File: config.mk
export PLATFORM = sky130hd
export DESIGN_NAME = rls_limit
export DESIGN_NICKNAME = d
export VERILOG_FILES = /design/src/rtl/rls_limit.v /design/src/rtl/rls_relay_chan.v
export VERILOG_INCLUDE_DIRS = /design/src /design/src/shared
export SDC_FILE = /design/constraint.sdc
export NUM_CORES = 1
export LEC_CHECK = 0
export ABC_AREA = 1
export CORE_ASPECT_RATIO = 1.5
export CORE_MARGIN = 1.5
export CORE_UTILIZATION = 40
export DETAILED_ROUTE_END_ITERATION = 12
export DONT_BUFFER_PORTS = 1
export SLEW_MARGIN = 20
export SYNTH_ARGS = -nofsm -noshare
export SYNTH_HDL_FRONTEND = slang
export SYNTH_SLANG_ARGS = --single-unit
File: constraint.sdc
create_clock -name sys_clk -period 8.8 [get_ports sys_clk]
set_input_delay 1.76 -clock sys_clk [delete_from_list [all_inputs] [get_ports sys_clk]]
set_output_delay 1.76 -clock sys_clk [all_outputs]
set_load 0.01 [all_outputs]
File: src/shared/rls_limit_regs.vh
`ifndef RLS_LIMIT_REGS_VH
`define RLS_LIMIT_REGS_VH

// register byte offsets
`define RLS_OFF_CTRL      6'h00
`define RLS_OFF_LEVEL     6'h04
`define RLS_OFF_INTEG     6'h08
`define RLS_OFF_R1_ON     6'h0c
`define RLS_OFF_R1_OFF    6'h10
`define RLS_OFF_R1_MODE   6'h14
`define RLS_OFF_R1_ACK    6'h18
`define RLS_OFF_R2_ON     6'h1c
`define RLS_OFF_R2_OFF    6'h20
`define RLS_OFF_R2_MODE   6'h24
`define RLS_OFF_R2_ACK    6'h28
`define RLS_OFF_STATUS    6'h2c

// field positions
`define RLS_CTRL_PULSE    0
`define RLS_MODE_ACK      0
`define RLS_MODE_FHOLD    1
`define RLS_ST_R1         0
`define RLS_ST_R2         1
`define RLS_ST_LIM1       2
`define RLS_ST_LIM2       3
`define RLS_ST_HYS1       4
`define RLS_ST_HYS2       5
`define RLS_ST_SHORT      6
`define RLS_ST_FAULT      7

// reset and default values
`define RLS_INTEG_RST     9'h007
`define RLS_INT_ON1       7'h48
`define RLS_INT_OFF1      7'h26
`define RLS_INT_ON2       7'h26
`define RLS_INT_OFF2      7'h48
`define RLS_PLS_ON1       7'h5a
`define RLS_PLS_OFF1      7'h0a
`define RLS_PLS_ON2       7'h0a
`define RLS_PLS_OFF2      7'h5a
`define RLS_LEVEL_MAX     7'h64
`define RLS_PLS_MIN_HYS   7'h2d
`define RLS_FACTOR_MIN    9'h001
`define RLS_FACTOR_MAX    9'h006

// timing: one integration tick is one second
`define RLS_TICK_NS       1000000000
`define RLS_CLK_NS        20

`endif

File: src/rtl/rls_limit.v
// Behaviour
// - two independent relays on one level
// - relay energises at switch-on point
// - relay de-energises at switch-off point
// - off below on gives minimum fail-safe
// - off above on gives maximum fail-safe
// - mode 0 standard, 1 acknowledgement
// - acknowledge field write acknowledges relay
// - acknowledgement mode holds attained state
// - return needs acknowledge and switch-back condition
// - fault: 0 de-energise, 1 freeze state
// - integrating defaults 72/38 and 38/72
// - pulse-count defaults 90/10 and 10/90
// - mode write 0 restores default points
// - integrating: band overlap or range warning
// - per-relay limit range warning, integrating
// - per-relay hysteresis too small warning
// - pulse-count hysteresis below 45 warns
// - warn when dose rate too low, integrating only
// - pulse-count factor scales response one-six
// - shared integration setting defaults to 7
//
// The implementer's own choices: the register offsets and the Avalon-MM interface to the registers.
`timescale 1ns/1ps
`include "rls_limit_regs.vh"

module rls_limit #(
   parameter TICK_CYCLES    = `RLS_TICK_NS / `RLS_CLK_NS,
   parameter MIN_RESP_TICKS = 1,
   parameter DOSE_PRODUCT   = 1000
) (
   input  wire        sys_clk,
   input  wire        rst,
   input  wire [5:0]  avs_address,
   input  wire        avs_read,
   input  wire        avs_write,
   input  wire [31:0] avs_writedata,
   input  wire [3:0]  avs_byteenable,
   output reg  [31:0] avs_readdata,
   output reg         avs_waitrequest,
   input  wire [6:0]  normalised_level_value,
   input  wire [15:0] dose_rate,
   input  wire        self_fault,
   output reg         relay1_out_q,
   output reg         relay2_out_q,
   output reg         warning_q
);

   reg  [31:0] tick_cnt_q;
   reg         tick_q;
   reg  [2:0]  fault_sync_q;
   reg         fault_q;
   reg         pulse_type_q;
   reg  [8:0]  integration_setting;
   reg  [6:0]  relay1_energise_point;
   reg  [6:0]  relay1_deenergise_point;
   reg         relay1_operating_mode;
   reg         relay1_on_fault_setting;
   reg  [6:0]  relay2_energise_point;
   reg  [6:0]  relay2_deenergise_point;
   reg         relay2_operating_mode;
   reg         relay2_on_fault_setting;
   reg         ack1_q;
   reg         ack2_q;
   reg  [6:0]  status_q;
   reg  [31:0] rdata_d;
   reg  [6:0]  band;
   reg  [8:0]  delay_d;
   reg  [8:0]  factor;
   wire        relay1_q;
   wire        relay2_q;
   wire        held1;
   wire        held2;
   wire        bus_req;
   wire        bus_take;
   wire        wr_lo;
   wire        wr_hi;
   wire [6:0]  hys1;
   wire [6:0]  hys2;
   wire [6:0]  min_hys;
   wire        lim1_bad;
   wire        lim2_bad;
   wire [24:0] dose_prod;
   wire        integration_too_short_warning;
   wire [6:0]  def_on1;
   wire [6:0]  def_off1;
   wire [6:0]  def_on2;
   wire [6:0]  def_off2;

   // defaults follow the detector type in use
   assign def_on1  = pulse_type_q ? `RLS_PLS_ON1  : `RLS_INT_ON1;
   assign def_off1 = pulse_type_q ? `RLS_PLS_OFF1 : `RLS_INT_OFF1;
   assign def_on2  = pulse_type_q ? `RLS_PLS_ON2  : `RLS_INT_ON2;
   assign def_off2 = pulse_type_q ? `RLS_PLS_OFF2 : `RLS_INT_OFF2;

   // one-second time base for the integration delay
   always @(posedge sys_clk or posedge rst) begin
      if (rst) begin
         tick_cnt_q <= 32'h0000_0000;
         tick_q     <= 1'b0;
      end else if (tick_cnt_q >= TICK_CYCLES - 1) begin
         tick_cnt_q <= 32'h0000_0000;
         tick_q     <= 1'b1;
      end else begin
         tick_cnt_q <= tick_cnt_q + 32'h0000_0001;
         tick_q     <= 1'b0;
      end
   end

   // fault pin: a change counts once the last two stages agree
   always @(posedge sys_clk or posedge rst) begin
      if (rst) begin
         fault_sync_q <= 3'b000;
         fault_q      <= 1'b0;
      end else begin
         fault_sync_q <= {fault_sync_q[1:0], self_fault};
         if (fault_sync_q[1] == fault_sync_q[2])
            fault_q <= fault_sync_q[2];
      end
   end

   // integrating: seconds; pulse-count: factor clamped 1..6
   always @* begin
      factor = integration_setting;
      if (factor < `RLS_FACTOR_MIN)
         factor = `RLS_FACTOR_MIN;
      if (factor > `RLS_FACTOR_MAX)
         factor = `RLS_FACTOR_MAX;
      if (pulse_type_q)
         delay_d = factor * MIN_RESP_TICKS[8:0];
      else
         delay_d = integration_setting;
   end

   // statistical band narrows as the integration time grows
   always @* begin
      if (integration_setting <= 9'h002)
         band = 7'h14;
      else if (integration_setting <= 9'h007)
         band = 7'h0a;
      else if (integration_setting <= 9'h01e)
         band = 7'h05;
      else
         band = 7'h02;
   end

   assign hys1 = (relay1_energise_point > relay1_deenergise_point) ?
                 relay1_energise_point - relay1_deenergise_point :
                 relay1_deenergise_point - relay1_energise_point;
   assign hys2 = (relay2_energise_point > relay2_deenergise_point) ?
                 relay2_energise_point - relay2_deenergise_point :
                 relay2_deenergise_point - relay2_energise_point;
   // overlap of the two bands means hysteresis under twice the band
   assign min_hys = pulse_type_q ? `RLS_PLS_MIN_HYS : {band[5:0], 1'b0};

   // point minus band below 0 or plus band above 100
   assign lim1_bad = !pulse_type_q &&
      ((relay1_energise_point < band) || (relay1_deenergise_point < band) ||
       ({1'b0, relay1_energise_point} + {1'b0, band} > {1'b0, `RLS_LEVEL_MAX}) ||
       ({1'b0, relay1_deenergise_point} + {1'b0, band} > {1'b0, `RLS_LEVEL_MAX}));
   assign lim2_bad = !pulse_type_q &&
      ((relay2_energise_point < band) || (relay2_deenergise_point < band) ||
       ({1'b0, relay2_energise_point} + {1'b0, band} > {1'b0, `RLS_LEVEL_MAX}) ||
       ({1'b0, relay2_deenergise_point} + {1'b0, band} > {1'b0, `RLS_LEVEL_MAX}));

   assign dose_prod = dose_rate * integration_setting;
   assign integration_too_short_warning = !pulse_type_q &&
      (dose_prod < DOSE_PRODUCT[24:0]);

   always @(posedge sys_clk or posedge rst) begin
      if (rst) begin
         status_q     <= 7'h00;
         relay1_out_q <= 1'b0;
         relay2_out_q <= 1'b0;
         warning_q    <= 1'b0;
      end else begin
         status_q[`RLS_ST_R1]    <= relay1_q;
         status_q[`RLS_ST_R2]    <= relay2_q;
         status_q[`RLS_ST_LIM1]  <= lim1_bad;
         status_q[`RLS_ST_LIM2]  <= lim2_bad;
         status_q[`RLS_ST_HYS1]  <= hys1 < min_hys;
         status_q[`RLS_ST_HYS2]  <= hys2 < min_hys;
         status_q[`RLS_ST_SHORT] <= integration_too_short_warning;
         relay1_out_q <= relay1_q;
         relay2_out_q <= relay2_q;
         warning_q    <= |status_q[`RLS_ST_SHORT:`RLS_ST_LIM1];
      end
   end

   // both channels see the same level and settle on their own
   rls_relay_chan u_relay1 (
      .sys_clk     (sys_clk),
      .rst         (rst),
      .level       (normalised_level_value),
      .on_pt       (relay1_energise_point),
      .off_pt      (relay1_deenergise_point),
      .ack_mode    (relay1_operating_mode),
      .fault_hold  (relay1_on_fault_setting),
      .fault       (fault_q),
      .ack_pulse   (ack1_q),
      .tick        (tick_q),
      .delay_ticks (delay_d),
      .relay_q     (relay1_q),
      .held_q      (held1)
   );

   rls_relay_chan u_relay2 (
      .sys_clk     (sys_clk),
      .rst         (rst),
      .level       (normalised_level_value),
      .on_pt       (relay2_energise_point),
      .off_pt      (relay2_deenergise_point),
      .ack_mode    (relay2_operating_mode),
      .fault_hold  (relay2_on_fault_setting),
      .fault       (fault_q),
      .ack_pulse   (ack2_q),
      .tick        (tick_q),
      .delay_ticks (delay_d),
      .relay_q     (relay2_q),
      .held_q      (held2)
   );

   // answer one cycle after the request is seen, then drop back
   assign bus_req  = avs_read ^ avs_write;
   assign bus_take = bus_req && !avs_waitrequest;
   assign wr_lo    = avs_write && bus_take && avs_byteenable[0];
   assign wr_hi    = avs_write && bus_take && avs_byteenable[1];

   always @* begin
      rdata_d = 32'h0000_0000;
      if (avs_address == `RLS_OFF_CTRL)
         rdata_d[`RLS_CTRL_PULSE] = pulse_type_q;
      else if (avs_address == `RLS_OFF_LEVEL)
         rdata_d[6:0] = normalised_level_value;
      else if (avs_address == `RLS_OFF_INTEG)
         rdata_d[8:0] = integration_setting;
      else if (avs_address == `RLS_OFF_R1_ON)
         rdata_d[6:0] = relay1_energise_point;
      else if (avs_address == `RLS_OFF_R1_OFF)
         rdata_d[6:0] = relay1_deenergise_point;
      else if (avs_address == `RLS_OFF_R1_MODE)
         rdata_d[1:0] = {relay1_on_fault_setting, relay1_operating_mode};
      else if (avs_address == `RLS_OFF_R1_ACK)
         rdata_d[0] = held1;
      else if (avs_address == `RLS_OFF_R2_ON)
         rdata_d[6:0] = relay2_energise_point;
      else if (avs_address == `RLS_OFF_R2_OFF)
         rdata_d[6:0] = relay2_deenergise_point;
      else if (avs_address == `RLS_OFF_R2_MODE)
         rdata_d[1:0] = {relay2_on_fault_setting, relay2_operating_mode};
      else if (avs_address == `RLS_OFF_R2_ACK)
         rdata_d[0] = held2;
      else if (avs_address == `RLS_OFF_STATUS)
         rdata_d[7:0] = {fault_q, status_q};
   end

   always @(posedge sys_clk or posedge rst) begin
      if (rst) begin
         avs_waitrequest <= 1'b1;
         avs_readdata    <= 32'h0000_0000;
      end else begin
         avs_waitrequest <= !(bus_req && avs_waitrequest);
         if (bus_req && avs_waitrequest && avs_read)
            avs_readdata <= rdata_d;
      end
   end

   always @(posedge sys_clk or posedge rst) begin
      if (rst) begin
         pulse_type_q            <= 1'b0;
         integration_setting     <= `RLS_INTEG_RST;
         relay1_energise_point   <= `RLS_INT_ON1;
         relay1_deenergise_point <= `RLS_INT_OFF1;
         relay1_operating_mode   <= 1'b0;
         relay1_on_fault_setting <= 1'b0;
         relay2_energise_point   <= `RLS_INT_ON2;
         relay2_deenergise_point <= `RLS_INT_OFF2;
         relay2_operating_mode   <= 1'b0;
         relay2_on_fault_setting <= 1'b0;
         ack1_q                  <= 1'b0;
         ack2_q                  <= 1'b0;
      end else begin
         ack1_q <= wr_lo && (avs_address == `RLS_OFF_R1_ACK);
         ack2_q <= wr_lo && (avs_address == `RLS_OFF_R2_ACK);
         if (wr_lo && avs_address == `RLS_OFF_CTRL) begin
            pulse_type_q <= avs_writedata[`RLS_CTRL_PULSE];
         end else if (avs_address == `RLS_OFF_INTEG) begin
            if (wr_lo)
               integration_setting[7:0] <= avs_writedata[7:0];
            if (wr_hi)
               integration_setting[8] <= avs_writedata[8];
         end else if (wr_lo && avs_address == `RLS_OFF_R1_ON) begin
            relay1_energise_point <= avs_writedata[6:0];
         end else if (wr_lo && avs_address == `RLS_OFF_R1_OFF) begin
            relay1_deenergise_point <= avs_writedata[6:0];
         end else if (wr_lo && avs_address == `RLS_OFF_R1_MODE) begin
            relay1_operating_mode   <= avs_writedata[`RLS_MODE_ACK];
            relay1_on_fault_setting <= avs_writedata[`RLS_MODE_FHOLD];
            if (!avs_writedata[`RLS_MODE_ACK]) begin
               relay1_energise_point   <= def_on1;
               relay1_deenergise_point <= def_off1;
            end
         end else if (wr_lo && avs_address == `RLS_OFF_R2_ON) begin
            relay2_energise_point <= avs_writedata[6:0];
         end else if (wr_lo && avs_address == `RLS_OFF_R2_OFF) begin
            relay2_deenergise_point <= avs_writedata[6:0];
         end else if (wr_lo && avs_address == `RLS_OFF_R2_MODE) begin
            relay2_operating_mode   <= avs_writedata[`RLS_MODE_ACK];
            relay2_on_fault_setting <= avs_writedata[`RLS_MODE_FHOLD];
            if (!avs_writedata[`RLS_MODE_ACK]) begin
               relay2_energise_point   <= def_on2;
               relay2_deenergise_point <= def_off2;
            end
         end
      end
   end

endmodule

File: src/rtl/rls_relay_chan.v
`timescale 1ns/1ps
`include "rls_limit_regs.vh"

module rls_relay_chan (
   input  wire       sys_clk,
   input  wire       rst,
   input  wire [6:0] level,
   input  wire [6:0] on_pt,
   input  wire [6:0] off_pt,
   input  wire       ack_mode,
   input  wire       fault_hold,
   input  wire       fault,
   input  wire       ack_pulse,
   input  wire       tick,
   input  wire [8:0] delay_ticks,
   output reg        relay_q,
   output reg        held_q
);

   localparam ST_OFF = 2'b01;
   localparam ST_ON  = 2'b10;

   reg  [1:0] state_q;
   reg        ack_q;
   reg  [8:0] cnt_q;
   wire       min_mode;
   wire       want_on;
   wire       want_off;
   wire       change;
   wire       allowed;
   wire       fire;

   assign min_mode = (off_pt <= on_pt);
   assign want_on  = min_mode ? (level >= on_pt) : (level <= on_pt);
   assign want_off = min_mode ? (level <= off_pt) : (level >= off_pt);
   // between the points neither condition holds, so the state stays
   assign change   = state_q[1] ? want_off : want_on;
   assign allowed  = !held_q || ack_q;
   assign fire     = change && allowed && (cnt_q >= delay_ticks);

   always @(posedge sys_clk or posedge rst) begin
      if (rst) begin
         state_q <= ST_OFF;
         relay_q <= 1'b0;
         held_q  <= 1'b0;
         ack_q   <= 1'b0;
         cnt_q   <= 9'h000;
      end else if (fault) begin
         cnt_q <= 9'h000;
         if (!fault_hold) begin
            state_q <= ST_OFF;
            relay_q <= 1'b0;
         end
      end else begin
         // the clear on the return wins over an acknowledge arriving in the same cycle
         if (ack_pulse && held_q)
            ack_q <= 1'b1;
         if (!ack_mode) begin
            held_q <= 1'b0;
            ack_q  <= 1'b0;
         end
         if (!(change && allowed))
            cnt_q <= 9'h000;
         else if (!fire && tick)
            cnt_q <= cnt_q + 9'h001;
         if (fire) begin
            cnt_q <= 9'h000;
            case (state_q)
               ST_OFF: begin
                  state_q <= ST_ON;
                  relay_q <= 1'b1;
               end
               default: begin
                  state_q <= ST_OFF;
                  relay_q <= 1'b0;
               end
            endcase
            if (held_q) begin
               held_q <= 1'b0;
               ack_q  <= 1'b0;
            end else if (ack_mode) begin
               held_q <= 1'b1;
            end
         end
      end
   end

endmodule

==> impl_metrics.py, run 1 <==
metrics = {
    "hold_path": {
        "min-delay-start": "fault_sync_q[0]",
        "hold_path_class": "reg2reg",
    },
    "final_layout": {
        "final_area_um2": 16330,
        "final_util_pct": 43.35,
        "area_delta_synth_final_pct": 6.557,
        "drive_above_1_share_pct": 4.433,
        "fin_cells": 2633,
        "final_nets": 2481,
    },
    "sta": {
        "finalCriticalPeriod_ns": 5.660,
        "finClkSkew_ns": 0.01122,
        "timing.fmax_mhz": 176.7,
        "grt_setup_unrepaired": "no",
        "layout_worst_path_cycle_share_pct": 64.32,
        "hold_viol": 0,
        "max_slew.worst_pin.slew_ns": 1.063,
        "relSlewSlack_pct": 29.15,
        "tns_ns": 0,
        "drv_slew": 0,
        "setup_violations": 0,
    },
    "drt": {
        "via_count": 13623,
        "drt-pass1-iter-count": 5,
        "vias_per_cell": 5.174,
        "route.detailed.drc": 0,
        "wl_mm": 43.26,
        "wl_per_cell_um": 16.43,
        "antenna_left": 0,
        "initialDrtViolationCount": 610,
    },
    "synthesis": {
        "synthMuxAreaShare_pct": 0.2939,
        "synth_enable_flop_cells": 0,
        "synth.most_common_cell": "nand2_1",
        "yosysTopAreaCell": "dfrtp_1",
        "synth_top_family_by_area": "adder cells",
        "synthesis.area_um2": 15320,
        "synth.distinct_cells": 62,
        "yosys-top-cells-area": "dfrtp_1, ha_1, fa_1",
        "async_flop_share_pct": 100.0,
        "synth.top_cells.by_count": "nand2_1, inv_1, ha_1, nor2_1, dfrtp_1",
        "avgSynthCellArea_um2": 7.127,
        "synthXorXnorAreaFrac_pct": 1.772,
        "yosys_warnings": 0,
        "synth_compound_area_share_pct": 9.929,
        "ys_seq_area_share_pct": 20.54,
        "synth_fa_ha_area_share_pct": 28.25,
        "yosys.area_share.simple_pct": 25.43,
        "synth_seq_cells": 125,
        "yosys.area.top_type_share_pct": 17.80,
        "synth-main-ff-cell": "dfrtp_1",
        "synth_cells": 2150,
    },
    "setup_path": {
        "cp-start-kind": "primary input",
        "cpMostUsedCell": "nand2_1",
        "startpoint": "dose_rate[10]",
        "worst_ep_required_time_ns": 9.14,
        "critPathKind": "in2reg",
        "end_kind": "flip-flop",
        "critPathBufInv": 6,
        "cp_top_family": "adder cells",
        "timing.rr.start": "integration_setting[2]",
        "arrival_ns": 6.00,
        "slowest_delay_ns": 0.54,
        "cpMaxStageDelayCell": "fa_1",
        "crit_fanout": 9,
    },
    "cts": {
        "cts_resized": 0,
        "tritoncts": "built",
        "cts.hold.buffers_added": 0,
        "cts_buffer_depth": 2,
        "clk-insertion-delay-late_ns": 0.43,
        "numCtsBuffers": 17,
        "htree_levels": 4,
        "postCtsSetupRepairBufs": 0,
        "root_buffer": "clkbuf_16",
        "cts.sinks": 125,
        "clkTransAtPathRegs_ns": 0.06,
    },
    "die": {
        "die_w_um": 162.8,
        "num_io_pins": 106,
        "dieArea_um2": 39520,
        "core_area_um2": 37660,
        "rows": 87,
        "floorplan.initialDensity_pct": 40.69,
        "chipHeight_um": 242.7,
    },
    "grt": {
        "grt_max_degree": 68,
        "grt_pass1_vias": 13833,
        "grt_remaining_overflow": 0,
        "grt_first_pass_wirelength_mm": 69.72,
        "antenna_found_initial": 1,
        "gr-usage-all-layers_pct": 22.53,
    },
    "pwr": {
        "peakVddDrop_mv": 0.1211,
        "p_per_area_nw_per_um2": 125.3,
        "p_total_w": 0.002046,
        "p_leak_nw": 9.090,
    },
    "placement": {
        "dpl.hpwl_mm": 35.34,
        "dpl-instance-area_um2": 15690,
        "dp_cells": 2600,
        "gp_congestion": 0.9348,
        "port_buffers": 0,
    },
    "job": {
        "max_cap_viol_count": 0,
    },
    "status": {
        "outcome": "complete, no violations",
    },
}
[power breakdown]
group          internal (W)  switching, W  total (W)
combinational      0.000221      0.000387   0.000608
sequential         0.000620     0.0000562   0.000677
clock              0.000497      0.000265   0.000761
[layer usage]
layer  wire, µm  GRT usage [%]  part of all wire (%)  up-vias
li1           -              -                     -     6645
met1      15710          22.81                    36     6498
met2      23290          43.13                    54      346
met3       1574          2.563                   3.6      134
met4       2676          13.73                   6.2        0
met5          0              0                     0        -
[worst paths after layout]
| path | end | slack (ns) | cells after the start |
|---|---|---|---|
| setup / recovery | status_q[6] | 3.14 | 25 |
| hold / removal | fault_sync_q[1] | 0.35 | 0 |
| setup reg to reg | status_q[6] | 3.47 | 25 |
| hold reg to reg | fault_sync_q[1] | 0.35 | 0 |
| max in group asynchronous | status_q[4] | 6.32 | 2 |
| min in group asynchronous | avs_readdata[7] | 1.28 | 1 |
[cells by family (layout without fill, tap and decap cells)]
logic type / count (synthesis) / after routing
AOI/OAI and AO/OA: 267 / 267
xor gates and xnor gates: 31 / 31
adders and majority gates: 282 / 282
buffers and inverters: 532 / 497
DFF: 125 / 125
muxes: 4 / 4
other: 1 / 30
and+or+nand+nor: 908 / 908
[registers in the layout, summed over array words and instances, names as in the netlist, 2 cells and up]
name,cells
tick_cnt_q,32
avs_readdata,9
integration_setting,9
u_relay1.cnt_q,9
u_relay2.cnt_q,9
relay1_deenergise_point,7
relay1_energise_point,7
relay2_deenergise_point,7
relay2_energise_point,7
status_q,7
fault_sync_q,3
u_relay1.state_q,2
u_relay2.state_q,2
[stage by stage]
stage,setup slack (ns),hold WS (ns)
2_1_floorplan,3.044,0.3312
3_3_place_gp,2.710,0.3448
3_5_place_dp,2.694,0.3522
4_1_cts,3.120,0.3679
5_1_grt,2.739,0.3713
6_report,3.140,0.3544
[final cells by class]
cell class	instances	area [µm²]
diodes	1	2.502
well taps	489	611.8
inverters	463	1743
repair buffers	2	15.01
flip-flops and latches	125	3148
clock inverters	10	161.4
fillers	3953	21340
multi-input cells	1521	10170
clock buffers	22	474.2
[layout by cell type (no fill, tap or decap), types with 8 or more instances in the layout]
cell       count
xnor2_1       12
dfrtp_1      109
nor2_2        17
o211ai_1      11
xor2_1        19
o22ai_1       20
ha_1         174
fa_1         107
nor2_1       156
nor4_1         8
a21oi_1      108
o21ai_0       74
conb_1        29
clkbuf_16     17
inv_1        458
nand2_1      529
a31oi_1       11
dfstp_2       16
nand4_1       33
nand3_1       97
nor3_1        35
Note: power is estimated with default switching activity, not from simulation.
==> inputs of run 2 (changes only) <==
Clock period 8.8 ns to 5.15 ns, I/O delays scaled along.
==> run 2 against run 1 <==
Sequential cell count unchanged. Final area increased by 2.4%. Non-clock buffer count increased by 52. Core utilization increased by 1.0 points. Wire length decreased by 1.2%. Register-to-register slack got worse by 3.2 ns. Clock skew about the same. Sequential power increased by 70%. Clock power increased by 56%.
==> impl_metrics.py, run 2 (synthesis results as in run 1) <==
metrics = {
    "pwr": {
        "peakVddDrop_mv": 0.2180,
        "p_total_w": 0.003424,
        "p_leak_nw": 9.326,
        "p_per_area_nw_per_um2": 204.8,
    },
    "sta": {
        "drv_slew": 0,
        "max_slew.worst_pin.slew_ns": 0.9686,
        "finalCriticalPeriod_ns": 4.901,
        "setup_violations": 0,
        "finClkSkew_ns": 0.01120,
        "hold_viol": 0,
        "timing.fmax_mhz": 204.1,
        "relSlewSlack_pct": 35.42,
        "postLayoutSetupSlackWorst_ns": 0.2494,
        "layout_worst_path_cycle_share_pct": 95.16,
    },
    "die": {
        "num_io_pins": 106,
        "rows": 87,
        "dieArea_um2": 39520,
        "die_w_um": 162.8,
        "chipHeight_um": 242.7,
        "core_area_um2": 37660,
        "floorplan.initialDensity_pct": 40.69,
    },
    "setup_path": {
        "critPathKind": "reg2reg",
        "cpMostUsedCell": "nand2_1",
        "end_kind": "flip-flop",
        "cp-start-kind": "flip-flop",
        "cpMaxStageDelayCell": "dfstp_4",
        "timing.rr.start": "integration_setting[2]",
        "worstReg2RegEnd": "status_q[6]",
        "crit_fanout": 4,
        "arrival_ns": 5.25,
        "worst_ep_required_time_ns": 5.49,
        "r2r_cells": 24,
        "r2r_setup_slack_ns": 0.25,
        "path_cells": "buf_4 > nand2_1 > fa_1 > inv_1 > fa_1 > fa_1 > inv_1 > fa_1 > inv_1 > ha_1 > nand2_1 > nor2_2 > inv_1 > nor2_1 > nand3_1 > nand3_1 > nand2_1 > nand2_1 > nand2_1 > nor2_1 > nand2_1 > nor2_1 > nand2_1 > nor2_1",
        "slowest_delay_ns": 0.64,
    },
    "placement": {
        "place_ws_ns": -0.1537,
        "gp_congestion": 0.9070,
        "dp_cells": 2645,
        "dpl.hpwl_mm": 35.59,
        "port_buffers": 0,
    },
    "cts": {
        "clkTransAtPathRegs_ns": 0.06,
        "clk-insertion-delay-late_ns": 0.43,
        "cts_buffer_depth": 2,
        "numCtsBuffers": 17,
        "cts.hold.buffers_added": 0,
        "tritoncts": "built",
        "root_buffer": "clkbuf_16",
        "htree_levels": 4,
        "cts.sinks": 125,
    },
    "drt": {
        "drt-pass1-iter-count": 5,
        "initialDrtViolationCount": 632,
        "route.detailed.drc": 0,
        "wl_mm": 42.75,
        "via_count": 13713,
        "wl_per_cell_um": 15.91,
        "antenna_left": 0,
        "vias_per_cell": 5.105,
    },
    "hold_path": {
        "hold_path_class": "reg2reg",
        "min-delay-start": "fault_sync_q[0]",
        "whs_endpoint": "fault_sync_q[1]",
        "holdPathStages": 0,
    },
    "grt": {
        "antenna_found_initial": 2,
        "grt_remaining_overflow": 0,
        "grt_first_pass_wirelength_mm": 69.99,
        "grt_max_degree": 82,
        "gr-usage-all-layers_pct": 22.41,
        "grt_pass1_vias": 13964,
    },
    "final_layout": {
        "largest_reg_flops": 32,
        "final_cell_mix": "nand2_1, inv_1, ha_1",
        "multiInputGateArea_um2": 10200,
        "fillerInstances": 3952,
        "top_register": "tick_cnt_q",
        "final_nets": 2533,
        "fin_cells": 2686,
        "final_util_pct": 44.39,
        "drive_above_1_share_pct": 7.426,
        "layout_commonest_cell": "nand2_1",
        "area_delta_synth_final_pct": 9.104,
        "area.sequential_um2": 3167,
    },
    "job": {
        "max_cap_viol_count": 0,
    },
    "status": {
        "outcome": "complete, no violations",
    },
}
run 2: cell types whose count changed in the layout (fill, tap and decap cells not counted), sizes merged:
cell / before / now
buf: 2 / 54
bufinv: 4 / 1
clkbuf: 22 / 17
clkinv: 8 / 5
clkinvlp: 0 / 2
diode: 1 / 2
inv: 461 / 470
run 2: area by class of cell:
cell class	count	share of cell area (%)
timing repair buffer	54	2.522
clock buffer	17	2.545
antenna	2	0.02994
clock inverter	15	0.8906
multi-input combinational	1521	60.99
sequential	125	18.94
inverter	463	10.43
tap	489	3.660
run 2: how the worst max path moves through the flow:
stage                           startpoint          end  slack, ns  depth (start not counted)
floorplan                    dose_rate[10]  status_q[6]       0.12                         26
global placement              dose_rate[0]  status_q[6]      -0.13                         25
detailed placement            dose_rate[0]  status_q[6]      -0.15                         26
CTS                 integration_setting[5]  status_q[6]       0.05                         26
global route        integration_setting[2]  status_q[6]     -0.007                         26
finish              integration_setting[2]  status_q[6]       0.25                         24
run 2: repair_timing:
action | in CTS | in global routing
setup buffers | 0 | 7
resized for setup | 0 | 19
setup endpoints to repair | 0 | 1
run 2: critical path: cells and delay by family (launching register included):
kind / cells / cell delay [ns]
fa+ha+maj: 5 / 2.39
simple gates: 14 / 1.44
flops: 1 / 0.64
buf+inv: 5 / 0.36
run 2: through the flow:
step	area, µm²	setup TNS [ns]	hold slack [ns]
after floorplan	15430	0	0.3312
after global placement	16030	-0.1298	0.3450
after detailed placement	16030	-0.1537	0.3380
after CTS	16600	0	0.3618
after global routing	16720	-0.006716	0.3646
final	16720	0	0.3625
run 2: layer usage:
layer	wire, µm	vias to the layer above	GRT usage [%]
met5	0	-	0
met4	1743	0	9.552
met3	1529	87	2.785
met2	23820	283	43.84
met1	15650	6595	23.38
li1	-	6748	-
run 2: power by group:
part           switching, W  internal [W]  total, W  leakage (nW)
logic              0.000674      0.000412   0.00109          7.52
registers         0.0000919       0.00106   0.00115          1.53
clock network      0.000507      0.000679   0.00119         0.278
total               0.00127       0.00215   0.00342          9.33
